===== config.mk =====
export PLATFORM = sky130hd
export DESIGN_NAME = brl_regs
export DESIGN_NICKNAME = d
export VERILOG_FILES = /design/src/hw/brl_pkg.sv /design/src/hw/brl_regs.sv /design/src/hw/brl_sync.sv
export VERILOG_INCLUDE_DIRS = /design/src /design/src/hw
export SDC_FILE = /design/constraint.sdc
export NUM_CORES = 1
export LEC_CHECK = 0
export BUFFER_PORTS_ARGS = -buffer_cell sky130_fd_sc_hd__buf_2
export CAP_MARGIN = 20
export CORE_AREA = 3 3 67 69
export CTS_CLUSTER_DIAMETER = 150
export CTS_CLUSTER_SIZE = 20
export DETAILED_ROUTE_END_ITERATION = 10
export DIE_AREA = 0 0 70 72
export GPL_TIMING_DRIVEN = 0
export PLACE_DENSITY = 0.68
export SETUP_SLACK_MARGIN = 0.2
export SYNTH_ARGS = -nofsm -noshare
export SYNTH_HDL_FRONTEND = slang
export SYNTH_SLANG_ARGS = --single-unit

===== constraint.sdc =====
create_clock -name clk_i -period 1.5 [get_ports clk_i]
set_clock_uncertainty 0.1 [all_clocks]
set_input_delay 0.3 -clock clk_i [delete_from_list [all_inputs] [get_ports clk_i]]
set_output_delay 0.3 -clock clk_i [all_outputs]
set_load 0.005 [all_outputs]

===== src/hw/brl_cfg.svh =====
`ifndef BRL_CFG_SVH
`define BRL_CFG_SVH

`define BRL_ADDR_W          8
`define BRL_DATA_W          8
`define BRL_ADDR_BIASCFG    8'h03
`define BRL_ADDR_LEAD_OFF_CONTROL       8'h04
`define BRL_ADDR_IRQ_STAT   8'h10
`define BRL_ADDR_IRQ_MASK   8'h11
`define BRL_RST_BIASCFG     8'h60
`define BRL_RST_LEAD_OFF_CONTROL        8'h00
`define BRL_RST_MASK        8'h00
`define BRL_BIT_REFBUF      7
`define BRL_BIT_RSV_HI      6
`define BRL_BIT_RSV_LO      5
`define BRL_BIT_MEAS        4
`define BRL_BIT_REFINT      3
`define BRL_BIT_BIASBUF     2
`define BRL_BIT_SENSE       1
`define BRL_BIT_STAT        0
`define BRL_LEAD_OFF_CONTROL_TH_HI      7
`define BRL_LEAD_OFF_CONTROL_TH_LO      5
`define BRL_LEAD_OFF_CONTROL_RSV        4
`define BRL_LEAD_OFF_CONTROL_IMAG_HI    3
`define BRL_LEAD_OFF_CONTROL_IMAG_LO    2
`define BRL_LEAD_OFF_CONTROL_FREQ_HI    1
`define BRL_LEAD_OFF_CONTROL_FREQ_LO    0
`define BRL_MUX_BIAS_MEASURE_ROUTE   3'h2
`define BRL_IRQ_BIT_OPEN    0
`define BRL_IRQ_BIT_CLOSE   1
`define BRL_IRQ_W           2

`endif


===== src/hw/brl_pkg.sv =====
`include "brl_cfg.svh"
package brl_pkg;
    typedef logic [`BRL_ADDR_W-1:0] brl_addr_t;
    typedef logic [`BRL_DATA_W-1:0] brl_data_t;
    typedef logic [2:0]             brl_mux_t;
endpackage


===== src/hw/brl_regs.sv =====
// Overview of operation
// - Bit 7 of the bias config register powers the reference buffer: 0 off, 1 on, reset 0.
// - Bias measure bit 4, when 1, routes the bias input to each channel selecting input code 010.
// - Bias measurement routing is available on any channel, not a fixed one.
// - Bit 3 picks the bias reference: 0 external feed, 1 internal mid-supply.
// - Bit 2 powers the bias buffer: 0 off, 1 on, reset 0.
// - Bit 1 enables the bias sense function when 1.
// - Read-only bit 0 shows bias open (1) or connected (0); writes do not change it.
// - The lead-off control register sits at 04h and resets to 00h.
// - Lead-off fields: threshold 7:5, current 3:2, frequency 1:0, bit 4 held zero.
// - The bias config register sits at 03h and resets to 60h.
`include "brl_cfg.svh"
module brl_regs #(
    parameter int CHANNELS = 8
) (
    input  wire logic                     clk_i,
    input  wire logic                     rstn_i,
    input  wire brl_pkg::brl_addr_t       addr_i,
    input  wire brl_pkg::brl_data_t       wdata_i,
    input  wire logic                     wr_i,
    input  wire logic                     rd_i,
    output brl_pkg::brl_data_t            rdata_o,
    input  wire logic                     bias_open_i,
    input  wire logic [3*CHANNELS-1:0]    channel_input_select_i,
    output logic                          ref_buffer_power_on_o,
    output logic                          bias_reference_internal_select_o,
    output logic                          bias_buffer_power_on_o,
    output logic                          bias_sense_enable_o,
    output logic [CHANNELS-1:0]           bias_measure_route_o,
    output logic [2:0]                    leadoff_comparator_threshold_o,
    output logic [1:0]                    leadoff_current_magnitude_o,
    output logic [1:0]                    leadoff_frequency_select_o,
    output logic                          irq_o
);
    import brl_pkg::*;

    brl_data_t              bias_cfg_reg, bias_cfg_next;
    brl_data_t              lead_off_control_reg,     lead_off_control_next;
    logic [`BRL_IRQ_W-1:0]  stat_reg,     stat_next;
    logic [`BRL_IRQ_W-1:0]  mask_reg,     mask_next;
    brl_data_t              rdata_reg,    rdata_next;
    logic                   open_d_reg;
    logic [CHANNELS-1:0]    route_reg,    route_next;
    logic                   irq_reg,      irq_next;
    logic                   refbuf_reg,   refint_reg, biasbuf_reg, sense_reg;
    logic                   open_s;

    // Lead-off comparator output is asynchronous to this clock
    brl_sync u_open_sync (
        .clk_i  (clk_i),
        .rstn_i (rstn_i),
        .d_i    (bias_open_i),
        .q_o    (open_s)
    );

    function automatic logic is_bias_measure_route(input brl_mux_t sel);
        return sel == `BRL_MUX_BIAS_MEASURE_ROUTE;
    endfunction

    always_comb begin
        bias_cfg_next = bias_cfg_reg;
        lead_off_control_next     = lead_off_control_reg;
        mask_next     = mask_reg;
        stat_next     = stat_reg;
        rdata_next    = 8'h00;
        if (wr_i) begin
            unique case (addr_i)
                `BRL_ADDR_BIASCFG: begin
                    // Status bit is never stored from the bus
                    bias_cfg_next = {wdata_i[7:1], 1'b0};
                end
                `BRL_ADDR_LEAD_OFF_CONTROL: begin
                    lead_off_control_next = wdata_i & ~(8'h01 << `BRL_LEAD_OFF_CONTROL_RSV);
                end
                `BRL_ADDR_IRQ_MASK: begin
                    mask_next = wdata_i[`BRL_IRQ_W-1:0];
                end
                default: begin
                end
            endcase
        end
        if (rd_i) begin
            unique case (addr_i)
                `BRL_ADDR_BIASCFG: rdata_next = {bias_cfg_reg[7:1], open_s};
                `BRL_ADDR_LEAD_OFF_CONTROL:    rdata_next = lead_off_control_reg;
                `BRL_ADDR_IRQ_STAT: begin
                    rdata_next = {6'h00, stat_reg};
                    stat_next  = '0;
                end
                `BRL_ADDR_IRQ_MASK: rdata_next = {6'h00, mask_reg};
                default:           rdata_next = 8'h00;
            endcase
        end
        // New events win over the read-clear in the same cycle
        if (open_s && !open_d_reg) begin
            stat_next[`BRL_IRQ_BIT_OPEN] = 1'b1;
        end
        if (!open_s && open_d_reg) begin
            stat_next[`BRL_IRQ_BIT_CLOSE] = 1'b1;
        end
        irq_next = |(stat_next & mask_next);
    end

    always_comb begin
        for (int c = 0; c < CHANNELS; c++) begin
            // Every channel is eligible, selection is purely by its input code
            route_next[c] = bias_cfg_next[`BRL_BIT_MEAS] &
                            is_bias_measure_route(channel_input_select_i[3*c +: 3]);
        end
    end

    always_ff @(posedge clk_i or negedge rstn_i) begin
        if (!rstn_i) begin
            bias_cfg_reg <= `BRL_RST_BIASCFG;
            lead_off_control_reg     <= `BRL_RST_LEAD_OFF_CONTROL;
            mask_reg     <= '0;
            stat_reg     <= '0;
            rdata_reg    <= 8'h00;
            open_d_reg   <= 1'b0;
            route_reg    <= '0;
            irq_reg      <= 1'b0;
            refbuf_reg   <= 1'b0;
            refint_reg   <= 1'b0;
            biasbuf_reg  <= 1'b0;
            sense_reg    <= 1'b0;
        end else begin
            bias_cfg_reg <= bias_cfg_next;
            lead_off_control_reg     <= lead_off_control_next;
            mask_reg     <= mask_next;
            stat_reg     <= stat_next;
            rdata_reg    <= rdata_next;
            open_d_reg   <= open_s;
            route_reg    <= route_next;
            irq_reg      <= irq_next;
            refbuf_reg   <= bias_cfg_next[`BRL_BIT_REFBUF];
            refint_reg   <= bias_cfg_next[`BRL_BIT_REFINT];
            biasbuf_reg  <= bias_cfg_next[`BRL_BIT_BIASBUF];
            sense_reg    <= bias_cfg_next[`BRL_BIT_SENSE];
        end
    end

    // Reserved bits 6:5 are stored as written; host is expected to keep them set
    assign rdata_o                          = rdata_reg;
    assign ref_buffer_power_on_o            = refbuf_reg;
    assign bias_reference_internal_select_o = refint_reg;
    assign bias_buffer_power_on_o           = biasbuf_reg;
    assign bias_sense_enable_o              = sense_reg;
    assign bias_measure_route_o             = route_reg;
    assign leadoff_comparator_threshold_o   = lead_off_control_reg[`BRL_LEAD_OFF_CONTROL_TH_HI:`BRL_LEAD_OFF_CONTROL_TH_LO];
    assign leadoff_current_magnitude_o      = lead_off_control_reg[`BRL_LEAD_OFF_CONTROL_IMAG_HI:`BRL_LEAD_OFF_CONTROL_IMAG_LO];
    assign leadoff_frequency_select_o       = lead_off_control_reg[`BRL_LEAD_OFF_CONTROL_FREQ_HI:`BRL_LEAD_OFF_CONTROL_FREQ_LO];
    assign irq_o                            = irq_reg;
endmodule


===== src/hw/brl_sync.sv =====
module brl_sync (
    input  wire logic clk_i,
    input  wire logic rstn_i,
    input  wire logic d_i,
    output logic      q_o
);
    logic meta_reg;
    logic q_reg;

    // First stage feeds only the second stage
    always_ff @(posedge clk_i or negedge rstn_i) begin
        if (!rstn_i) begin
            meta_reg <= 1'b0;
            q_reg    <= 1'b0;
        end else begin
            meta_reg <= d_i;
            q_reg    <= meta_reg;
        end
    end

    assign q_o = q_reg;
endmodule


# ---- Word level (Yosys, flattened, before mapping)
# Cells that the tools add are included.
dict set report word_totals {
  register_bits 42
  latch_bits 0
  ram_bits 0
  rom_bits 0
  in_bits 45
  out_inout_bits 28
  word_cells 53
  memories 0
}
dict set report classes {
  add_sub_neg 0
  multipliers 0
  div_mod_pow 0
  order_cmp 0
  eq_ne 12
  n_shift 0
  muxes 10
  bitwise 9
  reduce_logical 7
}
# operator count
set op_table {}
lappend op_table {{$pmux W8 S4} 1}
lappend op_table {{$eq A3 B2 Y1 const B} 8}
lappend op_table {{$mux W8} 3}
lappend op_table {{$eq A8 B5 Y1 const B} 2}
lappend op_table {{$and A1 B1 Y1} 8}
lappend op_table {{$eq A8 B2 Y1 const B} 1}
lappend op_table {{$eq A8 B3 Y1 const B} 1}
lappend op_table {{$mux W2} 4}
lappend op_table {{$reduce_and A2 Y1} 2}
lappend op_table {{$and A2 B2 Y2} 1}
lappend op_table {{$logic_and A1 B1 Y1} 2}
lappend op_table {{$logic_not A1 Y1} 2}
lappend op_table {{$mux W1} 2}
lappend op_table {{$reduce_or A2 Y1} 1}

# ---- Longest topological paths before layout
# Gate-level depths: netlist (run 1).
dict set report logic_depth {
  depth_word 6
  depth_mapped 6
  depth_no_buf 4
}

# ---- Modules after synthesis
# Synthesis (run 1) repeated with hierarchy kept, for this count alone.
dict set report unflattened {
  cells_unflattened 111
  area_unflattened_um2 1584.0
}
# mod instances cells_per_inst area_per_inst_um2
set by_module_without_submodules {}
lappend by_module_without_submodules {brl_regs 1 109 1534.0}
lappend by_module_without_submodules {brl_sync 1 2 50.0}

# ---- Least setup slack after synthesis (run 1)
# OpenSTA, ideal clock, no wires.
dict set report synth_timing {
  kind {input to register}
  start {input port addr_i[5]}
  end {register route_reg[0], in the netlist bias_measure_route_o[0]}
  setup_time_ps 105
  t_arrival_ps 1761
  required_time_ps 1295
  slack_ps -466
  cell_stages 5
  cell_sequence {or3_4 > or4_1 > buf_4 > mux2i_4 > nor4b_1}
}
dict set report synth_between {
  elab_chain_cells 4
}
# item line
set synth_rtl {}
lappend synth_rtl {{from (decl)} brl_regs.sv:18} ;# input wire brl_pkg::brl_addr_t addr_i,
lappend synth_rtl {{$eq A8 B2 Y1} brl_regs.sv:67} ;# unique case (addr_i)
lappend synth_rtl {{$mux W8} brl_regs.sv:67}
lappend synth_rtl {{$mux W8} brl_regs.sv:66} ;# if (wr_i) begin
lappend synth_rtl {{$and A1 B1 Y1} brl_regs.sv:107} ;# route_next[c] = bias_cfg_next[`BRL_BIT_MEAS] &
lappend synth_rtl {{net route_next[0]} brl_regs.sv:43} ;# logic [CHANNELS-1:0] route_reg, route_next;
lappend synth_rtl {{to (signal assigned)} brl_regs.sv:133} ;# route_reg <= route_next;
lappend synth_rtl {{to (decl)} brl_regs.sv:43}
# The timed path passes the listed nets, and every way through them passes these cells.
# A chain may end at the register's enable or synchronous reset.

# ---- Worst setup path after layout (run 1)
dict set report layout_timing {
  start {input port addr_i[6]}
  end {register route_reg[7], in the netlist bias_measure_route_o[7]}
}
# Same word-level chain as after synthesis.

==> results of run 1 <==
## per-layer routing
metal  vias up  global-route usage [%]
met1       641                    19.2
met4         0                    5.11
met3         4                    6.37
li1        599                       -
met2        65                    30.4
met5         -                       0
## worst register-to-register path, cell delays in order (launching register included)
cell	delay [ps]
dfrtp_1	400
a22o_1	210
a22oi_1	290
nor2_4	60
## per-stage QoR
stage | setup TNS (ps) | std cells | hold slack (ps) | setup slack, ps
detailed placement | -16040 | 235 | 236 | -751
finish | -7810 | 255 | 4.37 | -419
CTS | -6120 | 252 | 7.07 | -379
floorplan | -8330 | 113 | -95.6 | -461
global route | -8400 | 255 | 10.9 | -454
global placement | -18510 | 234 | 233 | -840
## logic make-up (layout without fill, tap and decap cells)
| logic type | Yosys count | in the layout |
|---|---|---|
| buffers and inverters | 7 | 99 |
| and+or+nand+nor | 36 | 36 |
| DFF | 38 | 38 |
| muxes | 16 | 16 |
| AOI/OAI and AO/OA | 16 | 16 |
## synth_stat cells (2+ instances only)
cell type and n:
nor2_1 10, mux2_2 14, a22oi_1 7, nand2_1 2, nor4b_1 11, dfstp_2 2, inv_1 5, a22o_1 5
dfrtp_1 36, nand3_1 2
## power by group through the flow
stage               logic [W]  clock network, W  registers, W
floorplan           0.0000706                 0       0.00109
global placement     0.000189                 0       0.00109
detailed placement   0.000196                 0       0.00109
CTS                  0.000242          0.000743       0.00107
global route         0.000284          0.000796       0.00108
finish               0.000264          0.000718       0.00107
## cells in the final DEF, fill, tap and decap left out, drive strengths merged, types with 2 or more instances in the layout
cell type,count
nor4b,12
buf,85
a22oi,7
or3,2
inv,5
nand3,2
dfstp,2
dfrtp,36
a22o,5
mux2i,2
clkbuf,7
nor2,10
nand2,2
mux2,14
## final cells by class
cell class	instances	area, um2
clock buffers	6	82.6
fillers	326	1480
flip-flops and latches	38	953
well taps	50	62.6
inverters	5	18.8
repair buffers	84	520
multi-input cells	68	812
plain buffers	2	30.0
clock inverters	2	12.5
## final timing paths
| kind | from | endpoint |
|---|---|---|
| worst max-delay path | addr_i[6] | bias_measure_route_o[7] |
| worst min-delay path | rstn_i | lead_off_control_reg[5] |
| worst max register to register | u_open_sync.q_o | rdata_o[0] |
| worst min register to register | u_open_sync.meta_reg | u_open_sync.q_o |
| max in group asynchronous | rstn_i | bias_measure_route_o[7] |
| min in group clk_i | bias_open_i | u_open_sync.meta_reg |
## timing repair
item                                    CTS  global route
endpoints found under the setup margin   31            31
endpoints found under the hold margin     0             0
cloned                                    1             0
pin swaps                                 5             5
setup buffers                             8             3
gates resized for setup                  24            20
==> metrics, run 1 <==
status finished with violations; failing checks negative setup slack; root buf cell clkbuf_8; RSZ-0062 raised after global routing true; initial drt markers slightly below 80; Synth area leaders dfrtp_1, mux2_2, nor4b_1; CP Capture Type register; area post-placement 0.00206 mm2; static leakage between 1 and 1.5 nW; met3 WL post-DR 395 um; fraction of layout cells with a size suffix above 1 66.8%; 1st-pass router iterations 5; number of vias per cell 5.13; synthesized instance count 113; syn_nets 158; die width 70 um; cell mode on critical path buf_8; Top Family by Delay on Critical Path simple AND/OR/NAND/NOR gates; cts bufs inserted 5; Final HPWL DP approximately 2800 um; Core Area approximately 0.004 mm2; relative max-transition margin 45.7%; dominant cell type by area after synthesis dfrtp_1; vias in the first global route 1402; global-route wire length before repair 6740 um; site row count 23; max incr delay on CP 490 ps; slowest stage cell on the critical path or4_4; final critical-path required period 1920 ps; # clock sinks 38; Final WS setup -419 ps; pin count of the biggest net entering global routing 39; DRC viols 0; setup slack, reg-to-reg roughly 320 ps; max_cap viols 0; Worst Path Class, Setup input port to register; post-synthesis xor/xnor area fraction 0%; largest family of logic cells by synthesized area simple AND/OR/NAND/NOR gates; Slew @ Worst Pin 815 ps; Final Core Density 62.8%; number of synthesized register bits 38; GPL Wtd Cong 0.821; Adder-Cell Fraction of Synth Area 0%; clock power share 34.9%; Max clock buf depth 2; CP Buf/Inv Count 3; Comb pwr share about 13%; Synthesis Warnings 0; number of synthesized flops with an enable pin 0; Worst Hold Class input port to asynchronous set/reset pin; ant diodes 0; final-report hold violation count 0; Critical Path RT 1590 ps; number of cells on the critical path 7; ys flop type dfrtp_1; Synth top area share roughly 58%; crit-path max FO 5; Final nets 249; simple-gate share of the synthesized area 16.0%; Sw Share 23.9%; die height 72 um; Power Density slightly above 800 mW/mm2; Int Power around 0.0016 W; maximum VDD drop 0.000553 V; Finished Cell Area 0.00249 mm2; DR top layer met4; initial antenna violation count 0; initial core utilization 39.1%; proportion of synthesized area in mux cells 12.3%; Max Slew Vio Count 0; Die ar. 0.00504 mm2; highest clock rate roughly 520 MHz; WL met1 1480 um; Top Ports 73; wire per inst 16.2 um; R2R cell count 3; Cell variety after synth 29; syn avg cell area 13.7 um2; post-synthesis compound-gate area fraction 8.23%; synthesis-to-finish area growth 60.6%; Hold-fix buffers, CTS 0; port bufs 71; total global-route track usage 17.1%; sequential area share after synthesis 61.5%; Mapped Area about 0.0016 mm2; routed via count 1309; Met2 Wirelength 2210 um; CTS H-tree depth 2; Async S/R FF share, synth 100%; type of origin of the critical path input port; Period Utilization, post-route 128%; gr ovfl total 0; Pwr Total approximately 0.0021 W; Detail Route Antenna Nets 0; Setup Viol. Count Final 27; CTS tree yes; CP cell instances buf_8 > or3_4 > or4_4 > buf_8 > mux2i_4 > buf_12 > nor4b_4; final WL 4120 um; Worst-Skew Late Latency 280 ps; Reg power frac a little over half; critical path arrival 2010 ps; Worst-path clk slew approximately 70 ps; Net Switching about 0.00049 W
(Power assumes the default switching activity.)
==> run 2: changes to the inputs <==
- CORE_AREA: 3 3 67 69 -> 3 3 68 70
- DIE_AREA: 0 0 70 72 -> 0 0 71 73
- PLACE_DENSITY: 0.68 -> 0.66
==> run 2 against run 1 <==
Compared with the run above: the flow still finishes with violations (negative setup slack); critical path depth shrank 1; die area rose by 2.8%; combinational power shrank 10%; flip-flop and latch count unchanged; setup slack gained 130 ps; highest routed layer unchanged.
==> metrics, run 2 (synthesis gave the netlist of run 1 again) <==
beginning of the critical path addr_i[4]; port bufs 71 (unchanged); # clock sinks 38 (unchanged); relative max-transition margin 45.5% (-0.15 points); crit-path max FO 5 (unchanged); static leakage 1.20 nW (-6.6%); CP Buf/Inv Count 2 (-1); final-report hold violation count 0 (unchanged); Net Switching 0.000452 W (-8.1%); final critical-path required period 1790 ps (-131 ps); Comb pwr share 11.8% (-1.0 points); die width 71 um (+1.4%); Reg power frac 53.6% (+1.3 points); Worst-Skew Late Latency 280 ps (about the same); critical path arrival 1870 ps (-140 ps); max incr delay on CP 490 ps (about the same); CP Capture Type register; Int Power 0.00156 W (-0.22%); vias in the first global route 1397 (-0.36%); Hold WS 10.1 ps (+5.72 ps); Power Density 843 mW/mm2 (+2.2%); max_cap viols 0 (unchanged); r2r endpoint irq_o; Die ar. 0.00518 mm2 (+2.8%); Final HPWL DP 2810 um (+0.46%); wire per inst 16.1 um (-0.43%); Slew @ Worst Pin 817 ps (+2.26 ps); slowest stage cell on the critical path or4_4; Setup Viol. Count Final 28 (+3.7%); most frequent cells in the layout buf_2, dfrtp_1, mux2_2; global-route wire length before repair 6720 um (-0.31%); DRC viols 0 (unchanged); Max clock buf depth 2 (unchanged); Sw Share 22.5% (-1.5 points); routed via count 1275 (-2.6%); fraction of layout cells with a size suffix above 1 66.2% (-0.66 points); Worst Path Class, Setup input port to register; setup slack, reg-to-reg 350 ps (+30 ps); Final nets 245 (-1.6%); ant diodes 0 (unchanged); failing checks negative setup slack; Period Utilization, post-route 119% (-8.7 points); 1st-pass router iterations 4 (-1); number of vias per cell 5.08 (-1.0%); die height 73 um (+1.4%); status finished with violations; initial antenna violation count 0 (unchanged); initial core utilization 38.5% (-0.56 points); leading cell type in the layout, fill and taps excluded buf_2; CTS tree yes; Place WS -771 ps (-20.2 ps); root buf cell clkbuf_8; Critical Path RT 1580 ps (about the same); type of origin of the critical path input port; gr ovfl total 0 (unchanged); site row count 23 (unchanged); maximum VDD drop 0.000591 V (+6.9%); Final WS setup -288 ps (+131 ps); Detail Route Antenna Nets 0 (unchanged); Final Core Density 59.3% (-3.5 points); GPL Wtd Cong 0.850 (+3.5%); Hold-fix buffers, CTS 0 (unchanged); highest clock rate 559 MHz (+7.3%); CP cell instances buf_12 > or3_4 > or4_4 > buf_8 > mux2i_4 > nor4b_2; R2R cell count 3 (unchanged); worst r2r src u_open_sync.q_o; CTS H-tree depth 2 (unchanged); final WL 4040 um (-2.0%); Top Family by Delay on Critical Path simple AND/OR/NAND/NOR gates; initial drt markers 120 (+54%); total global-route track usage 16.8% (-0.27 points); Core Area 0.00403 mm2 (+1.4%); placed insts 234 (-0.43%); Worst Hold Class input port to asynchronous set/reset pin; non-filler cells, final 251 (-1.6%); Max Slew Vio Count 0 (unchanged); pin count of the biggest net entering global routing 39 (unchanged); Top Ports 73 (unchanged); synthesis-to-finish area growth 53.9%; RSZ-0062 raised after global routing true; Worst-path clk slew 70 ps (about the same); cts bufs inserted 5 (unchanged); clock power share 34.6% (-0.3 points)
==> run 2: cell count changes in the layout (fill, tap and decap cells not counted), moves of 2 or more <==
cell	change
a22oi_1	-5
a22oi_2	+5
buf_2	-2
buf_4	-2
clkbuf_1	+2
mux2i_2	+2
nor2_1	+2
nor2_4	-3
nor4b_2	+6
nor4b_4	-7
==> run 2: worst reg2reg max path, cell delays in order, from the launching register on <==
cell	delay, ps
dfrtp_1	390
inv_1	80
a22o_1	250
a2bb2o_4	220
==> run 2: area by class of cell <==
| class | instances | area, um2 |
|---|---|---|
| flip-flops and latches | 38 | 953 |
| repair buffers | 79 | 474 |
| fillers | 347 | 1640 |
| multi-input cells | 69 | 753 |
| inverters | 5 | 18.8 |
| well taps | 50 | 62.6 |
| plain buffers | 2 | 35.0 |
| clock buffers | 8 | 90.1 |
==> run 2: routing by layer <==
metal / global-route usage [%] / part of all wire [%]
met4: 5.22 / 0.69
met1: 19.9 / 39
met3: 6.06 / 7.7
met2: 28.7 / 53
met5: 0 / 0
==> run 2: power groups by stage <==
stage / logic (W) / clock network [W] / registers (W)
6_report: 0.000237 / 0.000697 / 0.00108
5_1_grt: 0.000260 / 0.000769 / 0.00108
4_1_cts: 0.000230 / 0.000723 / 0.00108
3_5_place_dp: 0.000197 / 0 / 0.00109
3_3_place_gp: 0.000189 / 0 / 0.00109
2_1_floorplan: 0.0000706 / 0 / 0.00109
==> run 2: how the worst max path moves through the flow <==
stage,slack [ps],cells past startpoint,endpoint
finish,-290,6,bias_measure_route_o[4]
global route,-330,6,bias_measure_route_o[2]
CTS,-340,6,bias_measure_route_o[4]
detailed placement,-770,6,bias_measure_route_o[4]
global placement,-720,5,rdata_o[3]
floorplan,-460,5,bias_measure_route_o[0]
==> run 2: per-stage QoR <==
| stage | power (W) | setup TNS [ps] | cell area (um2) |
|---|---|---|---|
| after global placement | 0.00128 | -17200 | 2060 |
| after global routing | 0.00211 | -6460 | 2390 |
| after detailed placement | 0.00129 | -18650 | 2060 |
| after CTS | 0.00203 | -5100 | 2340 |
| final | 0.00201 | -5850 | 2390 |
| after floorplan | 0.00116 | -8330 | 1640 |
==> run 2: repair_timing <==
action	in CTS	in global routing
gates cloned	1	0
pin swaps	11	7
setup buffers	7	1
gates resized for setup	28	10
endpoints found under the setup margin	31	33
==> run 3: changes to the inputs <==
- ABC_AREA: unset -> 1
- CORE_AREA: 3 3 68 70 -> 2 2 69 71
- PLACE_DENSITY: 0.66 -> 0.65
- clock period: 1.5 -> 2.1 ns (I/O delays scaled with it)
==> run 3 against run 2 <==
Compared with the run above: the run now ends clean; core utilization is 12 points lower; via count rose by 11%; power fell by 30%; critical path type unchanged; largest power group unchanged.
==> metrics, run 3 <==
final critical-path required period 1360 ps; Sw Share 23.0% (+0.55 points); syn avg cell area 8.41 um2 (-39%); setup TNS 0 ps (+5850 ps); site row count 25 (+8.7%); vias in the first global route 1390 (-0.50%); highest clock rate 736 MHz; maximum VDD drop 0.000346 V (-41%); die height 73 um (unchanged); static leakage 1.27 nW (+5.4%); fraction of layout cells with a size suffix above 1 33.9% (-32 points); Final nets 318 (+30%); Critical Path RT 2160 ps (+580 ps); critical path arrival 1420 ps (-450 ps); 1st-pass router iterations 4 (unchanged); placed insts 320 (+37%); ant diodes 0 (unchanged); synthesized instance count 195 (+73%); number of synthesized register bits 38 (unchanged); total global-route track usage 14.9% (-1.9 points); Worst-path clk slew 70 ps (about the same); die width 71 um (unchanged); Setup Viol. Count Final 0 (-100%); Synth area leaders dfrtp_1, nand2_1, nor2_1; Worst-Skew Late Latency 280 ps (about the same); GPL Wtd Cong 0.741 (-13%); wire per inst 10.5 um (-35%); final-report hold violation count 0 (unchanged); Power Density 653 mW/mm2 (-23%); sequential area share after synthesis 58.1% (-3.3 points); Period Utilization, post-route 64.7%; cts bufs inserted 5 (unchanged); Synth top area share 54.9% (-3.1 points); number of vias per cell 4.30 (-15%); Int Power 0.00108 W (-31%); most frequent cells in the layout nand2_1, buf_2, dfrtp_1; Worst Path Class, Setup input port to register; ys flop type dfrtp_1; Slew @ Worst Pin 833 ps (+16.4 ps); CP Capture Type register; area of the multi-input gates 588 um2 (-22%); Max clock buf depth 2 (unchanged); global-route wire length before repair 5950 um (-12%); Max Slew Vio Count 0 (unchanged); synthesis-to-finish area growth 31.4%; root buf cell clkbuf_8; syn_nets 240 (+52%); Comb pwr share 9.5% (-2.3 points); RSZ-0062 raised after global routing false; Mapped Area 0.00164 mm2 (+5.7%); Async S/R FF share, synth 100% (unchanged); Worst Hold Class input port to asynchronous set/reset pin; Detail Route Antenna Nets 0 (unchanged); clock power share 35.7% (+1.1 points); postcts setup bufs 0 (-7); Die ar. 0.00518 mm2 (unchanged); DRC viols 0 (unchanged); pin count of the biggest net entering global routing 39 (unchanged); Cell variety after synth 20 (-31%); Sequential Area 953 um2 (unchanged); number of synthesized flops with an enable pin 0 (unchanged); max_cap viols 0 (unchanged); initial core utilization 36.2% (-2.3 points); relative max-transition margin 44.4% (-1.1 points); CTS tree yes; routed via count 1410 (+11%); Final Core Density 47.5% (-12 points); Hold WS 137 ps (+127 ps); fillcell total 451 (+30%); top cells by count, synth nand2_1, dfrtp_1, nor2_1; dominant cell type by area after synthesis dfrtp_1; R2R cell count 5 (+2); beginning of the critical path addr_i[7]; initial antenna violation count 0 (unchanged); Final HPWL DP 2630 um (-6.3%); Finished Cell Area 0.00215 mm2 (-9.7%); status finished clean; Top Ports 73 (unchanged); non-filler cells, final 328 (+31%); worst r2r src u_open_sync.q_o; CTS resizes 0 (-100%); crit-path max FO 10 (+5); Setup crit end bias_measure_route_o[4]; # clock sinks 38 (unchanged); gr ovfl total 0 (unchanged); Core Area 0.00454 mm2 (+13%); final WL 3440 um (-15%); Reg power frac 54.9% (+1.3 points); Net Switching 0.000324 W (-28%); initial drt markers 64 (-47%); r2r endpoint irq_o; CTS H-tree depth 2 (unchanged); setup slack, reg-to-reg 1030 ps (+680 ps); type of origin of the critical path input port; Synthesis Warnings 0 (unchanged); Hold-fix buffers, CTS 0 (unchanged); most common cell in the synthesized netlist nand2_1; port bufs 71 (unchanged); area post-placement 0.00206 mm2 (+0.30%)
run 3: cell count changes after synthesis, sizes merged, moves of 9 or more:
cell | before | now
o21ai | 0 | 9
nand2 | 2 | 76
mux2 | 14 | 0
inv | 5 | 19
nor4b | 12 | 0
nor2 | 10 | 33
run 3: how the worst min path moves through the flow:
stage	from	endpoint
2_1_floorplan	rstn_i	bias_cfg_reg[1]
3_3_place_gp	u_open_sync.meta_reg	u_open_sync.q_o
3_5_place_dp	u_open_sync.meta_reg	u_open_sync.q_o
4_1_cts	bias_open_i	u_open_sync.meta_reg
5_1_grt	bias_open_i	u_open_sync.meta_reg
6_report	rstn_i	bias_measure_route_o[7]
run 3: power groups by stage:
stage	logic [W]	clock network, W	registers [W]
finish	0.000133	0.000502	0.000772
global route	0.000156	0.000559	0.000775
CTS	0.000137	0.000524	0.000772
detailed placement	0.000136	0	0.000786
global placement	0.000134	0	0.000785
floorplan	0.0000478	0	0.000786
run 3: routing by layer:
metal  vias to the layer above  global-route usage, %  share of wire [%]
met5                         -                      0                  0
met4                         0                   5.03               0.73
met3                         2                   6.63                9.6
met2                        65                   24.5                 44
met1                       597                   17.5                 46
li1                        746                      -                  -
run 3: critical path: stages:
cell     delay, ps
buf_2          110
nor2_2         130
nand2_2        110
nor2_8         220
nand2_4        100
o21ai_4        250
nor2_1          80
run 3: logic make-up after synthesis:
| group | Yosys count | share of synthesized area, % |
|---|---|---|
| AO/OA/AOI/OAI | 13 | 4.65 |
| buffers and inverters | 23 | 6.03 |
| flip-flops | 38 | 58.1 |
| AND/OR/NAND/NOR | 121 | 31.2 |
run 3: final cells by class:
class,instances,area share (%)
sequential,38,44.3
multi-input combinational,134,27.3
timing repair buffer,71,16.5
clock buffer,7,4.01
inverter,19,3.31
tap,54,3.14
buffer,4,1.28
clock inverter,1,0.232
run 3: metrics by stage:
stage / setup WS (ps) / total power, W
floorplan: 715 / 0.000834
global placement: 410 / 0.000919
detailed placement: 414 / 0.000922
CTS: 727 / 0.00143
global route: 628 / 0.00149
finish: 741 / 0.00141
